### src/verilog/uart_rx_regs.svh
`ifndef URX_UART_RX_REGS_SVH
`define URX_UART_RX_REGS_SVH

// ****************************************
// register byte offsets
// ****************************************
`define URX_OFF_CTRL     8'h00
`define URX_OFF_BAUD     8'h04
`define URX_OFF_STATUS   8'h08
`define URX_OFF_DATA     8'h0c

// ****************************************
// reset values
// ****************************************
`define URX_CTRL_RST     11'h000
`define URX_BAUD_RST     16'h0001
`define URX_STAT_RST     5'h00

// ****************************************
// oversampling and frame timing
// ****************************************
`define URX_OVS          5'h10
`define URX_PH_FIRST     5'h01
`define URX_PH_RT2       5'h02
`define URX_PH_RT3       5'h03
`define URX_PH_RT4       5'h04
`define URX_PH_RT5       5'h05
`define URX_PH_RT7       5'h07
`define URX_PH_RT8       5'h08
`define URX_PH_RT9       5'h09
`define URX_PH_RT10      5'h0a
`define URX_PH_RT11      5'h0b
`define URX_STOP_BEG_8   8'h97
`define URX_STOP_BEG_9   8'ha7
`define URX_STOP_END_8   8'h9a
`define URX_STOP_END_9   8'haa
`define URX_BITS_8       4'h8
`define URX_BITS_9       4'h9
`define URX_IDLE_8       8'ha0
`define URX_IDLE_9       8'hb0

`endif

### src/verilog/urx_pkg.sv
package urx_pkg;

  typedef struct packed {
    logic standby_request;
    logic transmit_polarity;
    logic receive_polarity;
    logic shared_pin_direction;
    logic receive_source_select;
    logic loop_enable;
    logic idle_count_origin;
    logic wake_select;
    logic char_len_nine;
    logic transmitter_enable;
    logic receiver_enable;
  } urx_ctrl_t;

  typedef struct packed {
    logic overrun;
    logic framing_err;
    logic noise_err;
    logic idle_flag;
    logic rx_buffer_full_flag;
  } urx_stat_t;

  typedef enum logic [1:0] {
    URX_S_IDLE,
    URX_S_START,
    URX_S_DATA,
    URX_S_STOP
  } urx_state_t;

endpackage

### src/verilog/urx_rx.sv
`timescale 1ns/10ps
`include "uart_rx_regs.svh"

// What this block does
// sampling clock runs at sixteen times baud; its phases time every sample
// eight or nine data bits, chosen by the length control bit
// stop samples at phases 8, 9, 10 not all equal: noise error
// majority of stop samples zero: framing error
// realign oversampling phase on valid falling edges inside the frame
// eight-bit frames: stop sampling starts 151 cycles after start edge
// nine-bit frames: stop sampling starts 167 cycles after start edge
// stop sampling ends at 154 (eight-bit) or 170 (nine-bit) cycles
// standby request set by software suppresses all receiver requests
// in standby data still reaches the buffer, buffer-full flag stays clear
// wake select zero picks idle-line wakeup, one picks address-mark
// idle-line wakeup: idle on the line clears the standby request
// the waking idle sets neither idle flag nor buffer-full flag
// idle counting starts after start bit or after stop bit, by origin bit
// idle is ten ones in eight-bit mode, eleven in nine-bit mode
// address-mark wakeup: most significant data bit one clears standby
// address frame clears standby before stop and sets buffer-full flag
// idle-line wakeup may leave standby at once if the line was idle
// loop plus source select: receive pin isolated, transmit pin feeds receiver
// software enables transmitter and receiver before single-wire or loop use
// single-wire: pin direction zero means input, one means driven output
// single-wire: receive polarity set inverts data from the transmit pin
// loop without source select: transmitter output feeds receiver directly
// looped stream passes the receive polarity, so polarities must match
// single-wire input direction: shared pin left undriven
module urx_rx #(
  parameter int ADDR_W = 8,
  parameter int DIV_W  = 16
) (
  // clock and reset
  input  wire logic              pclk,
  input  wire logic              presetn,
  // apb slave
  input  wire logic              psel,
  input  wire logic              penable,
  input  wire logic              pwrite,
  input  wire logic [ADDR_W-1:0] paddr,
  input  wire logic [31:0]       pwdata,
  output logic      [31:0]       prdata,
  output logic                   pready,
  output logic                   pslverr,
  // serial pins
  input  wire logic              rxd_pin,
  input  wire logic              txd_pin_in,
  output logic                   txd_pin_out,
  output logic                   txd_pin_oe,
  // local transmitter stream and request
  input  wire logic              tx_serial,
  output logic                   rx_request
);

  // ****************************************
  // elaboration checks
  // ****************************************
  if (ADDR_W < 8) begin : g_chk_addr
    $error("ADDR_W too small for the register map");
  end
  if (DIV_W < 1 || DIV_W > 16) begin : g_chk_div
    $error("DIV_W must be 1..16");
  end

  function automatic logic maj3(input logic [2:0] v);
    maj3 = (v[0] & v[1]) | (v[0] & v[2]) | (v[1] & v[2]);
  endfunction

  function automatic logic mixed3(input logic [2:0] v);
    mixed3 = (v != 3'h0) && (v != 3'h7);
  endfunction

  function automatic logic mapped(input logic [ADDR_W-1:0] a);
    mapped = (a[7:0] == `URX_OFF_CTRL) || (a[7:0] == `URX_OFF_BAUD) ||
             (a[7:0] == `URX_OFF_STATUS) || (a[7:0] == `URX_OFF_DATA);
  endfunction

  // ****************************************
  // pin synchronisers
  // ****************************************
  logic [1:0] rxd_sync_r;
  logic [1:0] txd_sync_r;

  always_ff @(posedge pclk or negedge presetn) begin
    if (!presetn) begin
      rxd_sync_r <= 2'h3;
      txd_sync_r <= 2'h3;
    end else begin
      rxd_sync_r <= {rxd_sync_r[0], rxd_pin};
      txd_sync_r <= {txd_sync_r[0], txd_pin_in};
    end
  end

  // ****************************************
  // register state
  // ****************************************
  urx_pkg::urx_ctrl_t ctrl_r,  ctrl_nxt;
  urx_pkg::urx_stat_t stat_r,  stat_nxt;
  logic [DIV_W-1:0]   div_r,   div_nxt;
  logic [8:0]         data_r,  data_nxt;
  logic               idle_arm_r, idle_arm_nxt;
  logic [31:0]        prdata_nxt;
  logic               pready_nxt, pslverr_nxt, txd_out_nxt, txd_oe_nxt, req_nxt;

  // receiver events, combinational, consumed by the register group
  logic               frame_done, wake_idle, wake_addr, idle_evt;
  logic [8:0]         frame_data;
  logic [2:0]         stop_smp;
  logic               data_noise;

  // ****************************************
  // receive source selection
  // ****************************************
  logic rx_src;
  logic rx_bit;

  always_comb begin
    if (ctrl_r.loop_enable && ctrl_r.receive_source_select) begin
      rx_src = txd_sync_r[1];
    end else if (ctrl_r.loop_enable) begin
      rx_src = tx_serial;
    end else begin
      rx_src = rxd_sync_r[1];
    end
    // polarity also applies to the looped stream
    rx_bit = rx_src ^ ctrl_r.receive_polarity;
  end

  // ****************************************
  // oversampling tick
  // ****************************************
  logic [DIV_W-1:0] bcnt_r, bcnt_nxt;
  logic             rt_tick;

  always_comb begin
    rt_tick  = (bcnt_r == '0);
    bcnt_nxt = rt_tick ? ((div_r > 1) ? div_r - 1'b1 : '0) : bcnt_r - 1'b1;
  end

  always_ff @(posedge pclk or negedge presetn) begin
    if (!presetn) begin
      bcnt_r <= '0;
    end else begin
      bcnt_r <= bcnt_nxt;
    end
  end

  // ****************************************
  // receiver
  // ****************************************
  urx_pkg::urx_state_t st_r, st_nxt;
  logic [4:0] ph_r,   ph_nxt;
  logic [3:0] idx_r,  idx_nxt;
  logic [7:0] frm_r,  frm_nxt;
  logic [2:0] hist_r, hist_nxt;
  logic [2:0] smp_r,  smp_nxt;
  logic [8:0] sh_r,   sh_nxt;
  logic       last_r, last_nxt;
  logic       nz_r,   nz_nxt;
  logic       rs_r,   rs_nxt;
  logic [7:0] icnt_r, icnt_nxt;
  logic [3:0] nbits;
  logic [7:0] imax;
  logic       bitv, cnt_en, fall;

  always_comb begin
    st_nxt     = st_r;
    ph_nxt     = ph_r;
    idx_nxt    = idx_r;
    frm_nxt    = frm_r;
    hist_nxt   = hist_r;
    smp_nxt    = smp_r;
    sh_nxt     = sh_r;
    last_nxt   = last_r;
    nz_nxt     = nz_r;
    rs_nxt     = rs_r;
    icnt_nxt   = icnt_r;
    frame_done = 1'b0;
    wake_addr  = 1'b0;
    idle_evt   = 1'b0;
    nbits      = ctrl_r.char_len_nine ? `URX_BITS_9 : `URX_BITS_8;
    imax       = ctrl_r.char_len_nine ? `URX_IDLE_9 : `URX_IDLE_8;
    bitv       = maj3({smp_r[1:0], rx_bit});
    fall       = hist_r[0] && !rx_bit;
    // origin zero counts from the end of the start bit, one only after stop
    cnt_en     = (st_r == urx_pkg::URX_S_IDLE) ||
                 (!ctrl_r.idle_count_origin && st_r != urx_pkg::URX_S_START);
    frame_data = ctrl_r.char_len_nine ? sh_r : {1'b0, sh_r[8:1]};
    stop_smp   = smp_r;
    data_noise = nz_r;
    if (!ctrl_r.receiver_enable) begin
      st_nxt   = urx_pkg::URX_S_IDLE;
      hist_nxt = 3'h0;
      icnt_nxt = 8'h00;
    end else if (rt_tick) begin
      hist_nxt = {hist_r[1:0], rx_bit};
      frm_nxt  = frm_r + 8'h01;
      if (ph_r == `URX_OVS) begin
        ph_nxt = `URX_PH_FIRST;
      end else begin
        ph_nxt = ph_r + 5'h01;
      end
      if (!rx_bit) begin
        icnt_nxt = 8'h00;
      end else if (cnt_en && icnt_r != imax) begin
        icnt_nxt = icnt_r + 8'h01;
        idle_evt = (icnt_r == imax - 8'h01);
      end
      case (st_r)
        urx_pkg::URX_S_IDLE: begin
          // falling edge after three ones is a candidate start, this tick is RT1
          if (hist_r == 3'h7 && !rx_bit) begin
            st_nxt = urx_pkg::URX_S_START;
            ph_nxt = `URX_PH_RT2;
            frm_nxt = 8'h01;
            idx_nxt = 4'h0;
            nz_nxt = 1'b0;
            rs_nxt = 1'b0;
          end
        end
        urx_pkg::URX_S_START: begin
          if (ph_r == `URX_PH_RT3 || ph_r == `URX_PH_RT5) begin
            smp_nxt = {smp_r[1:0], rx_bit};
          end
          if (ph_r == `URX_PH_RT7) begin
            if (bitv) begin
              st_nxt = urx_pkg::URX_S_IDLE;
            end else begin
              nz_nxt = mixed3({smp_r[1:0], rx_bit});
            end
          end
          if (ph_r == `URX_OVS) begin
            st_nxt = urx_pkg::URX_S_DATA;
            idx_nxt = 4'h1;
            last_nxt = 1'b0;
          end
        end
        urx_pkg::URX_S_DATA: begin
          if (ph_r == `URX_PH_RT8 || ph_r == `URX_PH_RT9) begin
            smp_nxt = {smp_r[1:0], rx_bit};
          end
          if (ph_r == `URX_PH_RT10) begin
            sh_nxt = {bitv, sh_r[8:1]};
            last_nxt = bitv;
            nz_nxt = nz_r | mixed3({smp_r[1:0], rx_bit});
            // msb one in standby with address wake: leave before the stop bit
            wake_addr = ctrl_r.standby_request && ctrl_r.wake_select &&
                        idx_r == nbits && bitv;
          end
          if (fall && last_r && ph_r >= `URX_PH_RT11) begin
            // fast sender: next bit already started, realign to its edge
            ph_nxt = `URX_PH_RT2;
            rs_nxt = 1'b1;
            idx_nxt = idx_r + 4'h1;
            last_nxt = 1'b0;
            if (idx_r == nbits) begin
              st_nxt = urx_pkg::URX_S_STOP;
            end
          end else if (fall && last_r && idx_r > 4'h1 && ph_r <= `URX_PH_RT4) begin
            ph_nxt = `URX_PH_RT2;
            rs_nxt = 1'b1;
          end else if (ph_r == `URX_OVS) begin
            idx_nxt = idx_r + 4'h1;
            if (idx_r == nbits) begin
              st_nxt = urx_pkg::URX_S_STOP;
            end
          end
        end
        urx_pkg::URX_S_STOP: begin
          if (ph_r == `URX_PH_RT8 || ph_r == `URX_PH_RT9 || ph_r == `URX_PH_RT10) begin
            smp_nxt = {smp_r[1:0], rx_bit};
          end
          if (ph_r == `URX_PH_RT11) begin
            frame_done = 1'b1;
            st_nxt = urx_pkg::URX_S_IDLE;
            if (ctrl_r.idle_count_origin) begin
              icnt_nxt = 8'h00;
            end
          end
        end
        default: begin
          st_nxt = urx_pkg::URX_S_IDLE;
        end
      endcase
    end
    // idle level also wakes a receiver that was put to sleep on an idle line
    wake_idle = ctrl_r.standby_request && !ctrl_r.wake_select &&
                icnt_r == imax;
  end

  always_ff @(posedge pclk or negedge presetn) begin
    if (!presetn) begin
      st_r   <= urx_pkg::URX_S_IDLE;
      ph_r   <= `URX_PH_FIRST;
      idx_r  <= 4'h0;
      frm_r  <= 8'h00;
      hist_r <= 3'h0;
      smp_r  <= 3'h0;
      sh_r   <= 9'h000;
      last_r <= 1'b0;
      nz_r   <= 1'b0;
      rs_r   <= 1'b0;
      icnt_r <= 8'h00;
    end else begin
      st_r   <= st_nxt;
      ph_r   <= ph_nxt;
      idx_r  <= idx_nxt;
      frm_r  <= frm_nxt;
      hist_r <= hist_nxt;
      smp_r  <= smp_nxt;
      sh_r   <= sh_nxt;
      last_r <= last_nxt;
      nz_r   <= nz_nxt;
      rs_r   <= rs_nxt;
      icnt_r <= icnt_nxt;
    end
  end

  // ****************************************
  // apb slave and registers
  // ****************************************
  logic acc, wr_en;

  always_comb begin
    acc          = psel && penable && !pready;
    wr_en        = psel && penable && pready && pwrite && !pslverr;
    ctrl_nxt     = ctrl_r;
    stat_nxt     = stat_r;
    div_nxt      = div_r;
    data_nxt     = data_r;
    idle_arm_nxt = idle_arm_r;
    pready_nxt   = acc;
    pslverr_nxt  = acc && !mapped(paddr);
    prdata_nxt   = prdata;
    if (wake_idle || wake_addr) begin
      ctrl_nxt.standby_request = 1'b0;
    end
    if (wr_en) begin
      case (paddr[7:0])
        `URX_OFF_CTRL:   ctrl_nxt = pwdata[10:0];
        `URX_OFF_BAUD:   div_nxt  = pwdata[DIV_W-1:0];
        // write one to clear; hardware sets below win
        `URX_OFF_STATUS: stat_nxt = stat_r & ~pwdata[4:0];
        default:         ;
      endcase
    end
    if (frame_done) begin
      data_nxt = frame_data;
      if (!ctrl_r.standby_request) begin
        if (stat_r.rx_buffer_full_flag) begin
          stat_nxt.overrun = 1'b1;
          data_nxt = data_r;
        end else begin
          stat_nxt.rx_buffer_full_flag = 1'b1;
          idle_arm_nxt = 1'b1;
        end
        stat_nxt.framing_err = !maj3(stop_smp) | stat_nxt.framing_err;
        stat_nxt.noise_err   = mixed3(stop_smp) | data_noise | stat_nxt.noise_err;
      end
    end
    if (idle_evt && idle_arm_r && !ctrl_r.standby_request) begin
      stat_nxt.idle_flag = 1'b1;
      idle_arm_nxt = 1'b0;
    end
    if (acc) begin
      case (paddr[7:0])
        `URX_OFF_CTRL:   prdata_nxt = {21'h0, ctrl_r};
        `URX_OFF_BAUD:   prdata_nxt = {{(32-DIV_W){1'b0}}, div_r};
        `URX_OFF_STATUS: prdata_nxt = {26'h0, st_r != urx_pkg::URX_S_IDLE, stat_r};
        `URX_OFF_DATA:   prdata_nxt = {23'h0, data_r};
        default:         prdata_nxt = 32'h0;
      endcase
    end
    txd_out_nxt = tx_serial;
    // single-wire input direction leaves the shared pin to the remote node
    txd_oe_nxt  = ctrl_r.transmitter_enable &&
                  !(ctrl_r.loop_enable && ctrl_r.receive_source_select &&
                    !ctrl_r.shared_pin_direction);
    req_nxt     = !ctrl_nxt.standby_request &&
                  (stat_nxt != urx_pkg::urx_stat_t'(`URX_STAT_RST));
  end

  always_ff @(posedge pclk or negedge presetn) begin
    if (!presetn) begin
      ctrl_r      <= `URX_CTRL_RST;
      stat_r      <= `URX_STAT_RST;
      div_r       <= `URX_BAUD_RST;
      data_r      <= 9'h000;
      idle_arm_r  <= 1'b0;
      prdata      <= 32'h0;
      pready      <= 1'b0;
      pslverr     <= 1'b0;
      txd_pin_out <= 1'b1;
      txd_pin_oe  <= 1'b0;
      rx_request  <= 1'b0;
    end else begin
      ctrl_r      <= ctrl_nxt;
      stat_r      <= stat_nxt;
      div_r       <= div_nxt;
      data_r      <= data_nxt;
      idle_arm_r  <= idle_arm_nxt;
      prdata      <= prdata_nxt;
      pready      <= pready_nxt;
      pslverr     <= pslverr_nxt;
      txd_pin_out <= txd_out_nxt;
      txd_pin_oe  <= txd_oe_nxt;
      rx_request  <= req_nxt;
    end
  end

  // ****************************************
  // assertions
  // ****************************************
  property p_stop_beg8;
    @(posedge pclk) disable iff (!presetn)
    (rt_tick && st_r == urx_pkg::URX_S_STOP && ph_r == `URX_PH_RT8 && !rs_r &&
     !ctrl_r.char_len_nine) |-> frm_r == `URX_STOP_BEG_8;
  endproperty
  a_stop_beg8: assert property (p_stop_beg8) else $error("stop start not at 151");

  property p_stop_beg9;
    @(posedge pclk) disable iff (!presetn)
    (rt_tick && st_r == urx_pkg::URX_S_STOP && ph_r == `URX_PH_RT8 && !rs_r &&
     ctrl_r.char_len_nine) |-> frm_r == `URX_STOP_BEG_9;
  endproperty
  a_stop_beg9: assert property (p_stop_beg9) else $error("stop start not at 167");

  property p_stop_end;
    @(posedge pclk) disable iff (!presetn)
    (frame_done && !rs_r) |->
      frm_r == (ctrl_r.char_len_nine ? `URX_STOP_END_9 : `URX_STOP_END_8);
  endproperty
  a_stop_end: assert property (p_stop_end) else $error("stop end count wrong");

  property p_noise;
    @(posedge pclk) disable iff (!presetn)
    (frame_done && !ctrl_r.standby_request && mixed3(smp_r)) |=> stat_r.noise_err;
  endproperty
  a_noise: assert property (p_noise) else $error("noise not flagged");

  property p_framing;
    @(posedge pclk) disable iff (!presetn)
    (frame_done && !ctrl_r.standby_request && !maj3(smp_r)) |=> stat_r.framing_err;
  endproperty
  a_framing: assert property (p_framing) else $error("framing not flagged");

  property p_standby_full;
    @(posedge pclk) disable iff (!presetn)
    (frame_done && ctrl_r.standby_request && !stat_r.rx_buffer_full_flag) |=>
      !stat_r.rx_buffer_full_flag && data_r == $past(frame_data);
  endproperty
  a_standby_full: assert property (p_standby_full) else $error("standby frame bad");

  property p_idle_wake;
    @(posedge pclk) disable iff (!presetn)
    (wake_idle && !wr_en) |=> !ctrl_r.standby_request && !$rose(stat_r.idle_flag);
  endproperty
  a_idle_wake: assert property (p_idle_wake) else $error("idle wake wrong");

  property p_addr_wake;
    @(posedge pclk) disable iff (!presetn)
    (wake_addr && !wr_en) |=> !ctrl_r.standby_request ##[0:200] frame_done;
  endproperty
  a_addr_wake: assert property (p_addr_wake) else $error("address wake wrong");

  property p_request;
    @(posedge pclk) disable iff (!presetn)
    ctrl_r.standby_request [*2] |-> !rx_request;
  endproperty
  a_request: assert property (p_request) else $error("request in standby");

  property p_pin_oe;
    @(posedge pclk) disable iff (!presetn)
    (ctrl_r.loop_enable && ctrl_r.receive_source_select &&
     !ctrl_r.shared_pin_direction) |=> !txd_pin_oe;
  endproperty
  a_pin_oe: assert property (p_pin_oe) else $error("shared pin driven");

  property p_loop_src;
    @(posedge pclk) disable iff (!presetn)
    (ctrl_r.loop_enable && !ctrl_r.receive_source_select) |->
      rx_bit == (tx_serial ^ ctrl_r.receive_polarity);
  endproperty
  a_loop_src: assert property (p_loop_src) else $error("loop path wrong");

  c_frame:   cover property (@(posedge pclk) disable iff (!presetn) frame_done);
  c_resync:  cover property (@(posedge pclk) disable iff (!presetn) frame_done && rs_r);
  c_wake_i:  cover property (@(posedge pclk) disable iff (!presetn) wake_idle);
  c_wake_a:  cover property (@(posedge pclk) disable iff (!presetn) wake_addr);

endmodule

### config.mk
export PLATFORM = sky130hd
export DESIGN_NAME = urx_rx
export DESIGN_NICKNAME = d
export VERILOG_FILES = /design/src/verilog/urx_pkg.sv /design/src/verilog/urx_rx.sv
export VERILOG_INCLUDE_DIRS = /design/src /design/src/verilog
export SDC_FILE = /design/constraint.sdc
export NUM_CORES = 1
export LEC_CHECK = 0
export BUFFER_PORTS_ARGS = -buffer_cell sky130_fd_sc_hd__buf_2
export CORE_MARGIN = 3
export CORE_UTILIZATION = 55
export CTS_BUF_LIST = sky130_fd_sc_hd__clkbuf_8
export DETAILED_ROUTE_END_ITERATION = 12
export PLACE_DENSITY = 0.73
export SYNTH_ARGS = -nofsm -noshare
export SYNTH_HDL_FRONTEND = slang
export SYNTH_SLANG_ARGS = --single-unit
### constraint.sdc
create_clock -name pclk -period 4.38 [get_ports pclk]
set_input_delay 0.876 -clock pclk [delete_from_list [all_inputs] [get_ports pclk]]
set_output_delay 0.876 -clock pclk [all_outputs]
set_load 0.05 [all_outputs]
Yosys cells after proc, flatten, opt, wreduce, memory -nomap -nowiden
Index checks and enable logic that the tools add are counted.

Add/subtract/negate cells: 6. Reductions and logical operators: 68. Bitwise operators: 16. Muxes and demuxes: 83. Equal/unequal tests: 43. Order comparisons: 4.

Operators by type and width (number): $pmux W16 S4 (1); $mux W8 (7); $mux W5 (7); $mux W1 (32); $mux W16 (2); $sub A16 B1 Y16 const B (2); $logic_and A1 B1 Y1 (27); $mux W9 (3); $mux W11 (2); $mux W2 (11); $mux W3 (7); $reduce_and A7 Y1 (3); $eq A5 B4 Y1 const B (4); $mux W4 (5); $ne A3 B3 Y1 const B (6); $eq A8 B4 Y1 const B (2); $eq A8 B8 Y1 (2); $gt A16 B1 Y1 const B (1); $logic_not A16 Y1 (1); $ne A2 B2 Y1 const B (8); $ne A4 B4 Y1 const B (4); $pmux W4 S3 (1); $reduce_bool A3 Y1 (4); $logic_not A1 Y1 (11); 38 further kinds (67).

Flip-flop bits (word level): 135. Output and inout bits: 37. Logic and storage cells: 257. Input port bits: 48.

Depth between registers and ports, before layout
Gate-level depths: netlist of run 1.

Depth after elaboration: 17. Depth in mapped cells: 10.

Least setup slack after synthesis of run 1
Ideal clock, no wire load.

Path type: input to register. From: input port paddr[1]. To: register div_r[2]. Setup time: 0.125 ns. Data required time: 4.255 ns. Slack: 1.729 ns. Stages on the path: 8. Arrival: 2.527 ns. Buffers on the path: 2. Cell sequence: nor4_1 > and2_1 > nor2b_1 > and2_1 > and3b_1 > buf_2 > buf_2 > mux2_2.

Longest elaborated chain between the ends: 2.

RTL lines: start: declaration (line urx_rx.sv:41) `input wire logic [ADDR_W-1:0] paddr,`; $eq A8 B3 Y1 (line urx_rx.sv:340) `case (paddr[7:0])`; $reduce_and A2 Y1 (no line); end signal: assignment (line urx_rx.sv:388) `` div_r <= `URX_BAUD_RST; ``; end signal: assignment (line urx_rx.sv:400) `div_r <= div_nxt;`; end: declaration (line urx_rx.sv:100) `logic [DIV_W-1:0] div_r, div_nxt;`.

No other way between the ends. A chain may end at the register's enable or synchronous reset.

Worst setup path in the final report of run 1
From: input port paddr[1]. To: register div_r[13].

The elaborated chain is that of the path after synthesis.

==> results.txt, run 1 <==
- Outcome: completed
- Of the total power, registers draw 0.460.
* Sequential element share of the synthesized area: 0.4596
- The critical path goes through buf_2 > nor4_1 > and2_1 > nor2b_1 > and2_1 > and3b_1 > mux2_2.
- Setup TNS: 0 ns
- Cell-internal power: between 2 and 2.5 mW
- The analysis attributes to net switching a power of 0.9565 mW.
* Relative max-transition margin: 0.2110
* Net switching share of the total power: 0.3196
* Global-route wire length before repair: 25.15 mm
- Fin Clk Skew: 0.01257 ns
- Diodes inserted: 0
- The slowest stage of the critical path belongs to the cell sky130_fd_sc_hd__and3b_1.
* Quantity of hold-fixing buffers added after cts: 0
* H-tree levels: 4
* CTS-repair resized insts: 0
- Pins over their slew limit: 0
* Area share of the leading cell type in the synthesized netlist: 0.4313
- The tree is rooted in a sky130_fd_sc_hd__clkbuf_8.
- Entering global routing, the biggest net connects 64 pins.
- Number of different library cells in the post-synthesis netlist: ~70
- Buffers placed on the I/O ports in this run total 52.
- Max-cap violations in this run came to 0.
- Global-route congestion overflow total: 0
- The longest clock path from root to sink contains 2 buffers.
- Critical path arrival: around 3.4 ns
- Finished layout cell area: roughly 7200 um^2
* Number of remaining DRC errors: 0
* TritonCTS clock tree: built
* Syn. warnings: 0
- Area of the placeable core: 11,470 um^2
* Critical path start-end classification: input pin to register
- Share of cells above drive strength 1: 0.1918
* Combinational cell fraction of total power: 0.191
- Tot Pwr: ~3 mW
- Synthesis inferred roughly 120 register bits.
* P_leak: 3.309 nW
- Width of the chip: between 100 and 150 um
- From synthesis to final layout, the design area changed by 11.19%.
- Number of enable-type register cells in the synthesized netlist: 0
* Area occupied by multi-input gates: about 3300 um^2
- After technology mapping, the gate count stands at around 670.
- IO Count: 85
- Maximum fanout count along the critical path: 16
- The share of total power dissipated in the clock network is 0.349.
* RSZ-0062 raised after global routing: false
- Vias per inst: 5.928
- For this run, the total global-route usage over all layers was measured as 0.2457.
- Clock-pin slew on the worst setup and hold paths: approximately 0.07 ns
- The detailed router placed ~5,200 vias in this run.
* Wire length per cell: around 17 um
- FF/Latch Area: between 2000 and 3000 um^2
- Starting density of the core: 0.5667
- The number of antenna violations at the first check in global routing came to 0.
- Num Clock Sinks: about 120
* Core Util, Final: 0.6301
- Worst hold path type: register to register
- TritonCTS created 17 clock buffers.
- Dividing total power by cell area gives a power density of 414.2 nW/um^2.
- The count of nets left with antenna violations once routing finished came out at 0.
- Once detailed placement completed, the half-perimeter wirelength came to between 10 and 15 mm.
- Final routed wirelength across all metal layers: 15.32 mm
- The synthesized netlist occupies a cell area of around 6500 um^2.
- In the finished design, the share of the clock period the worst path needs comes to 0.6935.
* Avg Cell Area, Syn: 9.656 um^2
- STA classifies the critical path startpoint as an input pin.
- The congestion estimate from routability-driven global placement came to between 0.9 and 1.
- After the last flow step, the layout net total stands at 787.
- Number of inserted filler cells in the final layout: approximately 930
- The worst setup path is captured at a register.
- Counting I/O delays and the setup requirement, the final critical path takes 3.038 ns.
- Among all flip-flop cells after synthesis, the most frequent one is sky130_fd_sc_hd__dfrtp_1.
- Insertion delay of the later-clocked pin in the worst-skew pair: about 0.45 ns
* Least-Margin Pin Slew: between 1 and 1.5 ns
- Maximum frequency from static timing analysis: between 0.3 and 0.4 GHz
- Hold WS: roughly 0.36 ns
- Once placement finished, the instance area stood at 6803 um^2.
- The initialized floorplan defines 39 standard-cell rows.
- The floorplan step defined a die boundary enclosing ~13,000 um^2.
- Yosys attributes the largest share of cell area to sky130_fd_sc_hd__dfrtp_1 (43%), sky130_fd_sc_hd__nand2_1 (6.2%), sky130_fd_sc_hd__mux2_2 (5.7%).
* Iteration-0 DRC count of the detailed router: just over 500
* Count of endpoints failing hold in the final timing report: 0
- The worst-case IR drop observed on VDD is just over 0.3 mV.
- The number of global-route vias before repair is 4,983.
* Height of the die: around 110 um
- Pre-Repair DR Iteration Count: 5
- Cell accounting for the most synthesized area: sky130_fd_sc_hd__dfrtp_1
- Most frequent CP cell: sky130_fd_sc_hd__and2_1
- Required time of the critical path: about 4.7 ns
* Final Setup Violations: 0
- For this run, asynchronously set or reset flops after synthesis account for 1.000.
- Buffers inserted by post-CTS timing repair: 0
- For this run, the slowest stage of the critical path takes 0.75 ns.
-- registers in the layout, summed over array words and instances, names as in the netlist, 2 cells and up --
register,cells
icnt_r,8
ctrl_r,11
idx_r,4
prdata,16
sh_r,9
hist_r,3
stat_r,5
div_r,16
txd_sync_r,2
st_r,2
data_r,9
bcnt_r,16
smp_r,3
rxd_sync_r,2
ph_r,5
-- cells in the mapped netlist (4+ instances only) --
library cell / n
sky130_fd_sc_hd__o31ai_1: 10
sky130_fd_sc_hd__inv_1: 24
sky130_fd_sc_hd__a21oi_1: 15
sky130_fd_sc_hd__a222oi_1: 6
sky130_fd_sc_hd__mux2i_1: 19
sky130_fd_sc_hd__nor4_1: 7
sky130_fd_sc_hd__nor2b_1: 5
sky130_fd_sc_hd__dfstp_2: 7
sky130_fd_sc_hd__nor3b_1: 5
sky130_fd_sc_hd__o21ai_1: 4
sky130_fd_sc_hd__nand3_1: 19
sky130_fd_sc_hd__xnor2_1: 15
sky130_fd_sc_hd__nand2_1: 108
sky130_fd_sc_hd__nand4_1: 6
sky130_fd_sc_hd__a21o_1: 8
sky130_fd_sc_hd__buf_4: 16
sky130_fd_sc_hd__xor2_1: 12
sky130_fd_sc_hd__or3_1: 6
sky130_fd_sc_hd__o21ai_0: 68
sky130_fd_sc_hd__nand2b_1: 8
sky130_fd_sc_hd__buf_2: 4
sky130_fd_sc_hd__mux2_2: 33
sky130_fd_sc_hd__o21a_1: 4
sky130_fd_sc_hd__ha_1: 17
sky130_fd_sc_hd__and3_1: 7
sky130_fd_sc_hd__nor3_1: 8
sky130_fd_sc_hd__and2_1: 5
sky130_fd_sc_hd__clkbuf_1: 17
sky130_fd_sc_hd__nor2_1: 34
sky130_fd_sc_hd__dfrtp_1: 112
-- final timing paths --
check	startpoint	endpoint	slack [ns]	depth (start not counted)
hold reg to reg	txd_sync_r[0]	txd_sync_r[1]	0.36	0
setup / recovery	paddr[1]	div_r[13]	1.34	7
max in group asynchronous	presetn	rxd_sync_r[1]	2.95	2
setup reg to reg	ph_r[0]	idx_r[3]	1.78	7
min in group asynchronous	presetn	st_r[0]	0.52	1
hold / removal	txd_sync_r[0]	txd_sync_r[1]	0.36	0
-- critical path, delay by kind of cell --
family                 cells  cell delay, ns
buffers and inverters      1            0.10
muxes                      1            0.42
and+or+nand+nor            5            1.97
-- layer usage --
metal	global-route usage	up-vias	part of all wire
li1	-	2461	-
met1	0.3320	2571	0.44
met2	0.3877	154	0.49
met3	0.06977	19	0.057
met4	0.07590	0	0.016
met5	0	-	0
-- power groups by stage --
stage | clock network (mW) | logic, mW | registers [mW]
floorplan | 0 | 0.445 | 1.36
global placement | 0 | 0.541 | 1.38
detailed placement | 0 | 0.562 | 1.39
CTS | 1.06 | 0.567 | 1.37
global route | 1.11 | 0.637 | 1.40
finish | 1.04 | 0.572 | 1.38
-- area by class of cell --
| class | count | area share |
|---|---|---|
| Clock buffer | 22 | 0.04190 |
| Clock inverter | 10 | 0.01662 |
| Timing Repair Buffer | 55 | 0.03948 |
| Inverter | 25 | 0.01299 |
| Sequential cell | 119 | 0.4133 |
| Tap cell | 143 | 0.02476 |
| Multi-Input combinational cell | 504 | 0.4509 |
-- layout by cell type (no fill, tap or decap), types with 7 or more instances in the layout --
cell	count
sky130_fd_sc_hd__dfrtp_1	112
sky130_fd_sc_hd__nand3_1	19
sky130_fd_sc_hd__o21ai_0	68
sky130_fd_sc_hd__clkbuf_8	22
sky130_fd_sc_hd__mux2_2	33
sky130_fd_sc_hd__nand2b_1	8
sky130_fd_sc_hd__conb_1	16
sky130_fd_sc_hd__mux2i_1	19
sky130_fd_sc_hd__nor3_1	8
sky130_fd_sc_hd__buf_2	51
sky130_fd_sc_hd__o31ai_1	10
sky130_fd_sc_hd__nor4_1	7
sky130_fd_sc_hd__xor2_1	12
sky130_fd_sc_hd__nor2_1	34
sky130_fd_sc_hd__nand2_1	108
sky130_fd_sc_hd__a21o_1	8
sky130_fd_sc_hd__dfstp_2	7
sky130_fd_sc_hd__inv_1	25
sky130_fd_sc_hd__a21oi_1	15
sky130_fd_sc_hd__and3_1	7
sky130_fd_sc_hd__xnor2_1	15
sky130_fd_sc_hd__ha_1	17
-- through the flow --
stage,setup WS (ns),cells
2_1_floorplan,1.729,688
3_3_place_gp,1.052,846
3_5_place_dp,0.9191,846
4_1_cts,1.388,878
5_1_grt,1.180,878
6_report,1.342,878
-- cells by family after synthesis --
logic type,Yosys count,share of synthesized area
flip-flops,119,0.4596
XOR/XNOR,27,0.03639
AO/OA/AOI/OAI,147,0.1471
multiplexers,52,0.08645
buffers and inverters,65,0.04775
other,1,0.0005770
AND/OR/NAND/NOR,244,0.1879
adder cells (fa/ha/maj),18,0.03427
Power figures use the tool's default switching activity.
==> inputs of run 2 (changes only) <==
==> constraint.sdc (replaced) <==
create_clock -name pclk -period 3.17 [get_ports pclk]
set_input_delay 0.634 -clock pclk [delete_from_list [all_inputs] [get_ports pclk]]
set_output_delay 0.634 -clock pclk [all_outputs]
set_load 0.05 [all_outputs]
==> run 2 against run 1 <==
Against the previous run:
- clock skew barely moved
- worst setup slack got worse by 0.79 ns
- register-to-register slack got worse by 1.2 ns
- sequential share of layout area fell by 0.43 points
- non-clock buffer count rose by 10
==> results.txt, run 2 (synthesis results as in run 1) <==
- The run finished with clean final reports.
- Flop-to-flop setup slack: ~0.55 ns
- Detailed routing inserted a total of 5,223 vias.
- IO Count: between 80 and 90
- The critical path in this run is classified as register to register.
* Worst hold path type: input pin to register
* CTS-repair resized insts: 0
* Number of remaining DRC errors: 0
- Insertion delay of the later-clocked pin in the worst-skew pair: between 0.4 and 0.5 ns
- Dividing the detail-routed wire length by the instance count gives about 17 um.
- Combinational cell fraction of total power: 0.193
- The first TritonRoute pass finished after 6 iterations.
- For the pin with the worst max-slew slack, the measured transition is between 1 and 1.5 ns.
- The number of global-route vias before repair was around 5,000.
- Clock power share: 0.345
* P_leak: roughly 3.4 nW
- Fin Clk Skew: between 0.01 and 0.015 ns
- CTS Root Cell: sky130_fd_sc_hd__clkbuf_8
* Element type at the critical path start: register
- Cell-internal power: between 2 and 3 mW
- Max-cap violations in this run came to 0.
- Global-route wire length before repair: between 20 and 25 mm
* CP endpoint kind: register
* Num Clock Sinks: 119
* Required time of the critical path: 3.44 ns
- Critical path arrival: approximately 2.9 ns
- Global-route total usage across every layer: 0.2425
* GR met3 Demand/Resource: 0.04387
- At the end of the flow the core is filled with cells to 0.6368.
- Cell with the biggest individual delay on the critical path: sky130_fd_sc_hd__o211ai_1
- The library cell used most frequently in the layout, excluding fill and tap cells, is sky130_fd_sc_hd__dfrtp_1.
- Final Setup Violations: 0
- In this run the critical register-to-register path is launched from bcnt_r[0].
- Power comes to 4.116 mW.
- Buffers from clock root to sink, at most: 2
* Pin count of the biggest net entering global routing: 74
- Starting density of the core: 0.5667
- Together, buffers and inverters on the worst path number 1.
- Compared with the post-synthesis result, the final layout area differs by 12.36%.
* Net switching share of the total power: 0.3090
* Area of the placeable core: ~11,000 um^2
* Number of inserted filler cells in the final layout: roughly 950
- Global routing met1 resource utilization: 0.3291
* Stage delay of the slowest cell on the critical path: between 0.5 and 0.6 ns
- Sequential power share: 0.462
- The clock period could shrink to around 2.6 ns.
- Setup repair after global routing left no endpoint under its margin.
* Pins over their slew limit: 0
- The HPWL after detailed placement is roughly 11 mm.
- Maximum frequency from static timing analysis: approximately 0.38 GHz
- 0 antenna diodes ended up in the layout.
- After floorplanning, the core was divided into 39 placement rows.
- Most frequent CP cell: sky130_fd_sc_hd__and3_1
- Global routing usage on met2: 0.3900
* Cells traversed along the worst timing path: inv_1 > ha_1 > nor4b_1 > and3_1 > and3_1 > o211ai_1 > nand2_1 > o21ai_0
* Fraction of the cycle the final worst path needs: 0.8255
* Power per standard cell area: 563.7 nW/um^2
- Buffers inserted by post-CTS timing repair: 0
- Count of endpoints failing hold in the final timing report: 0
- The analysis attributes to net switching a power of ~1.3 mW.
- Buffers added on ports: between 50 and 60
- The detailed router finished its first iteration with roughly 370 violations.
- In this run the worst path has a maximum fanout of 18.
- Quantity of hold-fixing buffers added after cts: 0
* Width of the chip: ~110 um
* Global-route congestion overflow total: 0
- At the end of routability-driven placement, the weighted congestion stood at about 0.91.
- In the final layout, the share of cells above drive strength 1 is 0.1987.
* Area of the die: approximately 13,000 um^2
- Worst Hold Launch: rxd_pin
* Initial antenna violation count: 0
- The library cells used most frequently in the layout, excluding fill and tap cells, are sky130_fd_sc_hd__dfrtp_1 (112), sky130_fd_sc_hd__nand2_1 (108), sky130_fd_sc_hd__o21ai_0 (68).
- Number of nets still failing antenna checks after routing: 0
- The sequential cells in the finished layout cover a total of 2987 um^2.
- For this run, the post-layout net count is between 700 and 800.
* Inserted Clock Buffers: 17
- Summed over all failing endpoints, the final setup total negative slack is 0 ns.
- Clock-pin slew on the worst setup and hold paths: about 0.07 ns
- Largest registers: bcnt_r: 16 flops, div_r: 16 flops, prdata: 16 flops
- Height of the die: between 100 and 150 um
* Area occupied by multi-input gates: ~3300 um^2
- In this run the tightest slew margin relative to its limit is 0.1975.
- Delay-heaviest family, CP: simple AND/OR/NAND/NOR gates
* Hold WS: 0.2948 ns
- The global routing stage identified its most utilized layer as met2.
* TritonCTS clock tree: built
- Final routed wirelength across all metal layers: between 15 and 20 mm
- Vias per inst: approximately 5.9
* VDD IR max: between 0.3 and 0.4 mV
- In this run the worst setup path begins at bcnt_r[0].
* H-tree levels: 4
==> run 2: cell count changes in the layout (fill, tap and decap cells not counted) <==
cell,change
sky130_fd_sc_hd__clkbuf_8,-2
sky130_fd_sc_hd__bufinv_16,+1
sky130_fd_sc_hd__buf_12,+1
sky130_fd_sc_hd__clkinvlp_4,-3
sky130_fd_sc_hd__buf_4,+9
sky130_fd_sc_hd__inv_1,+3
sky130_fd_sc_hd__clkinv_2,+3
sky130_fd_sc_hd__clkinv_4,-2
==> run 2: layer usage <==
metal  routed length, um  vias up
met3                 596       30
met1                6967     2572
met5                   0        -
met2                7435      130
li1                    -     2491
met4                 318        0
==> run 2: path summary, 6_finish.rpt <==
path | end | cells past startpoint
worst max-delay path | data_r[8] | 8
worst min-delay path | rxd_sync_r[0] | 1
worst max register to register | data_r[8] | 8
worst min register to register | txd_sync_r[1] | 0
max in group asynchronous | txd_sync_r[0] | 2
min in group asynchronous | ph_r[4] | 1
==> run 2: worst register-to-register path: cells and delay by family (launching register included) <==
family	cells	cell delay [ns]
AOI/OAI and AO/OA	2	0.66
buffers and inverters	1	0.10
DFF	1	0.40
and+or+nand+nor	4	1.12
adders and majority gates	1	0.17
==> run 2: power groups by stage <==
stage               registers, mW  clock network [mW]  logic [mW]
global route                 1.92                1.50       0.889
detailed placement           1.92                   0       0.790
CTS                          1.89                1.45       0.796
floorplan                    1.87                   0       0.614
global placement             1.91                   0       0.763
finish                       1.90                1.42       0.795
==> run 2: final cells by class <==
class | count | share of cell area
repair buffers | 65 | 0.05106
multi-input cells | 504 | 0.4462
inverters | 25 | 0.01285
well taps | 143 | 0.02450
clock buffers | 20 | 0.03770
clock inverters | 12 | 0.01868
flip-flops and latches | 119 | 0.4090
==> run 2: per-stage QoR <==
step / setup slack, ns / std cells / cell area (um^2)
6_report: 0.5533 / 888 / 7302
4_1_cts: 0.5544 / 888 / 7302
2_1_floorplan: 0.7606 / 688 / 6555
3_3_place_gp: 0.5600 / 856 / 6890
3_5_place_dp: 0.5168 / 856 / 6890
5_1_grt: 0.2918 / 888 / 7302
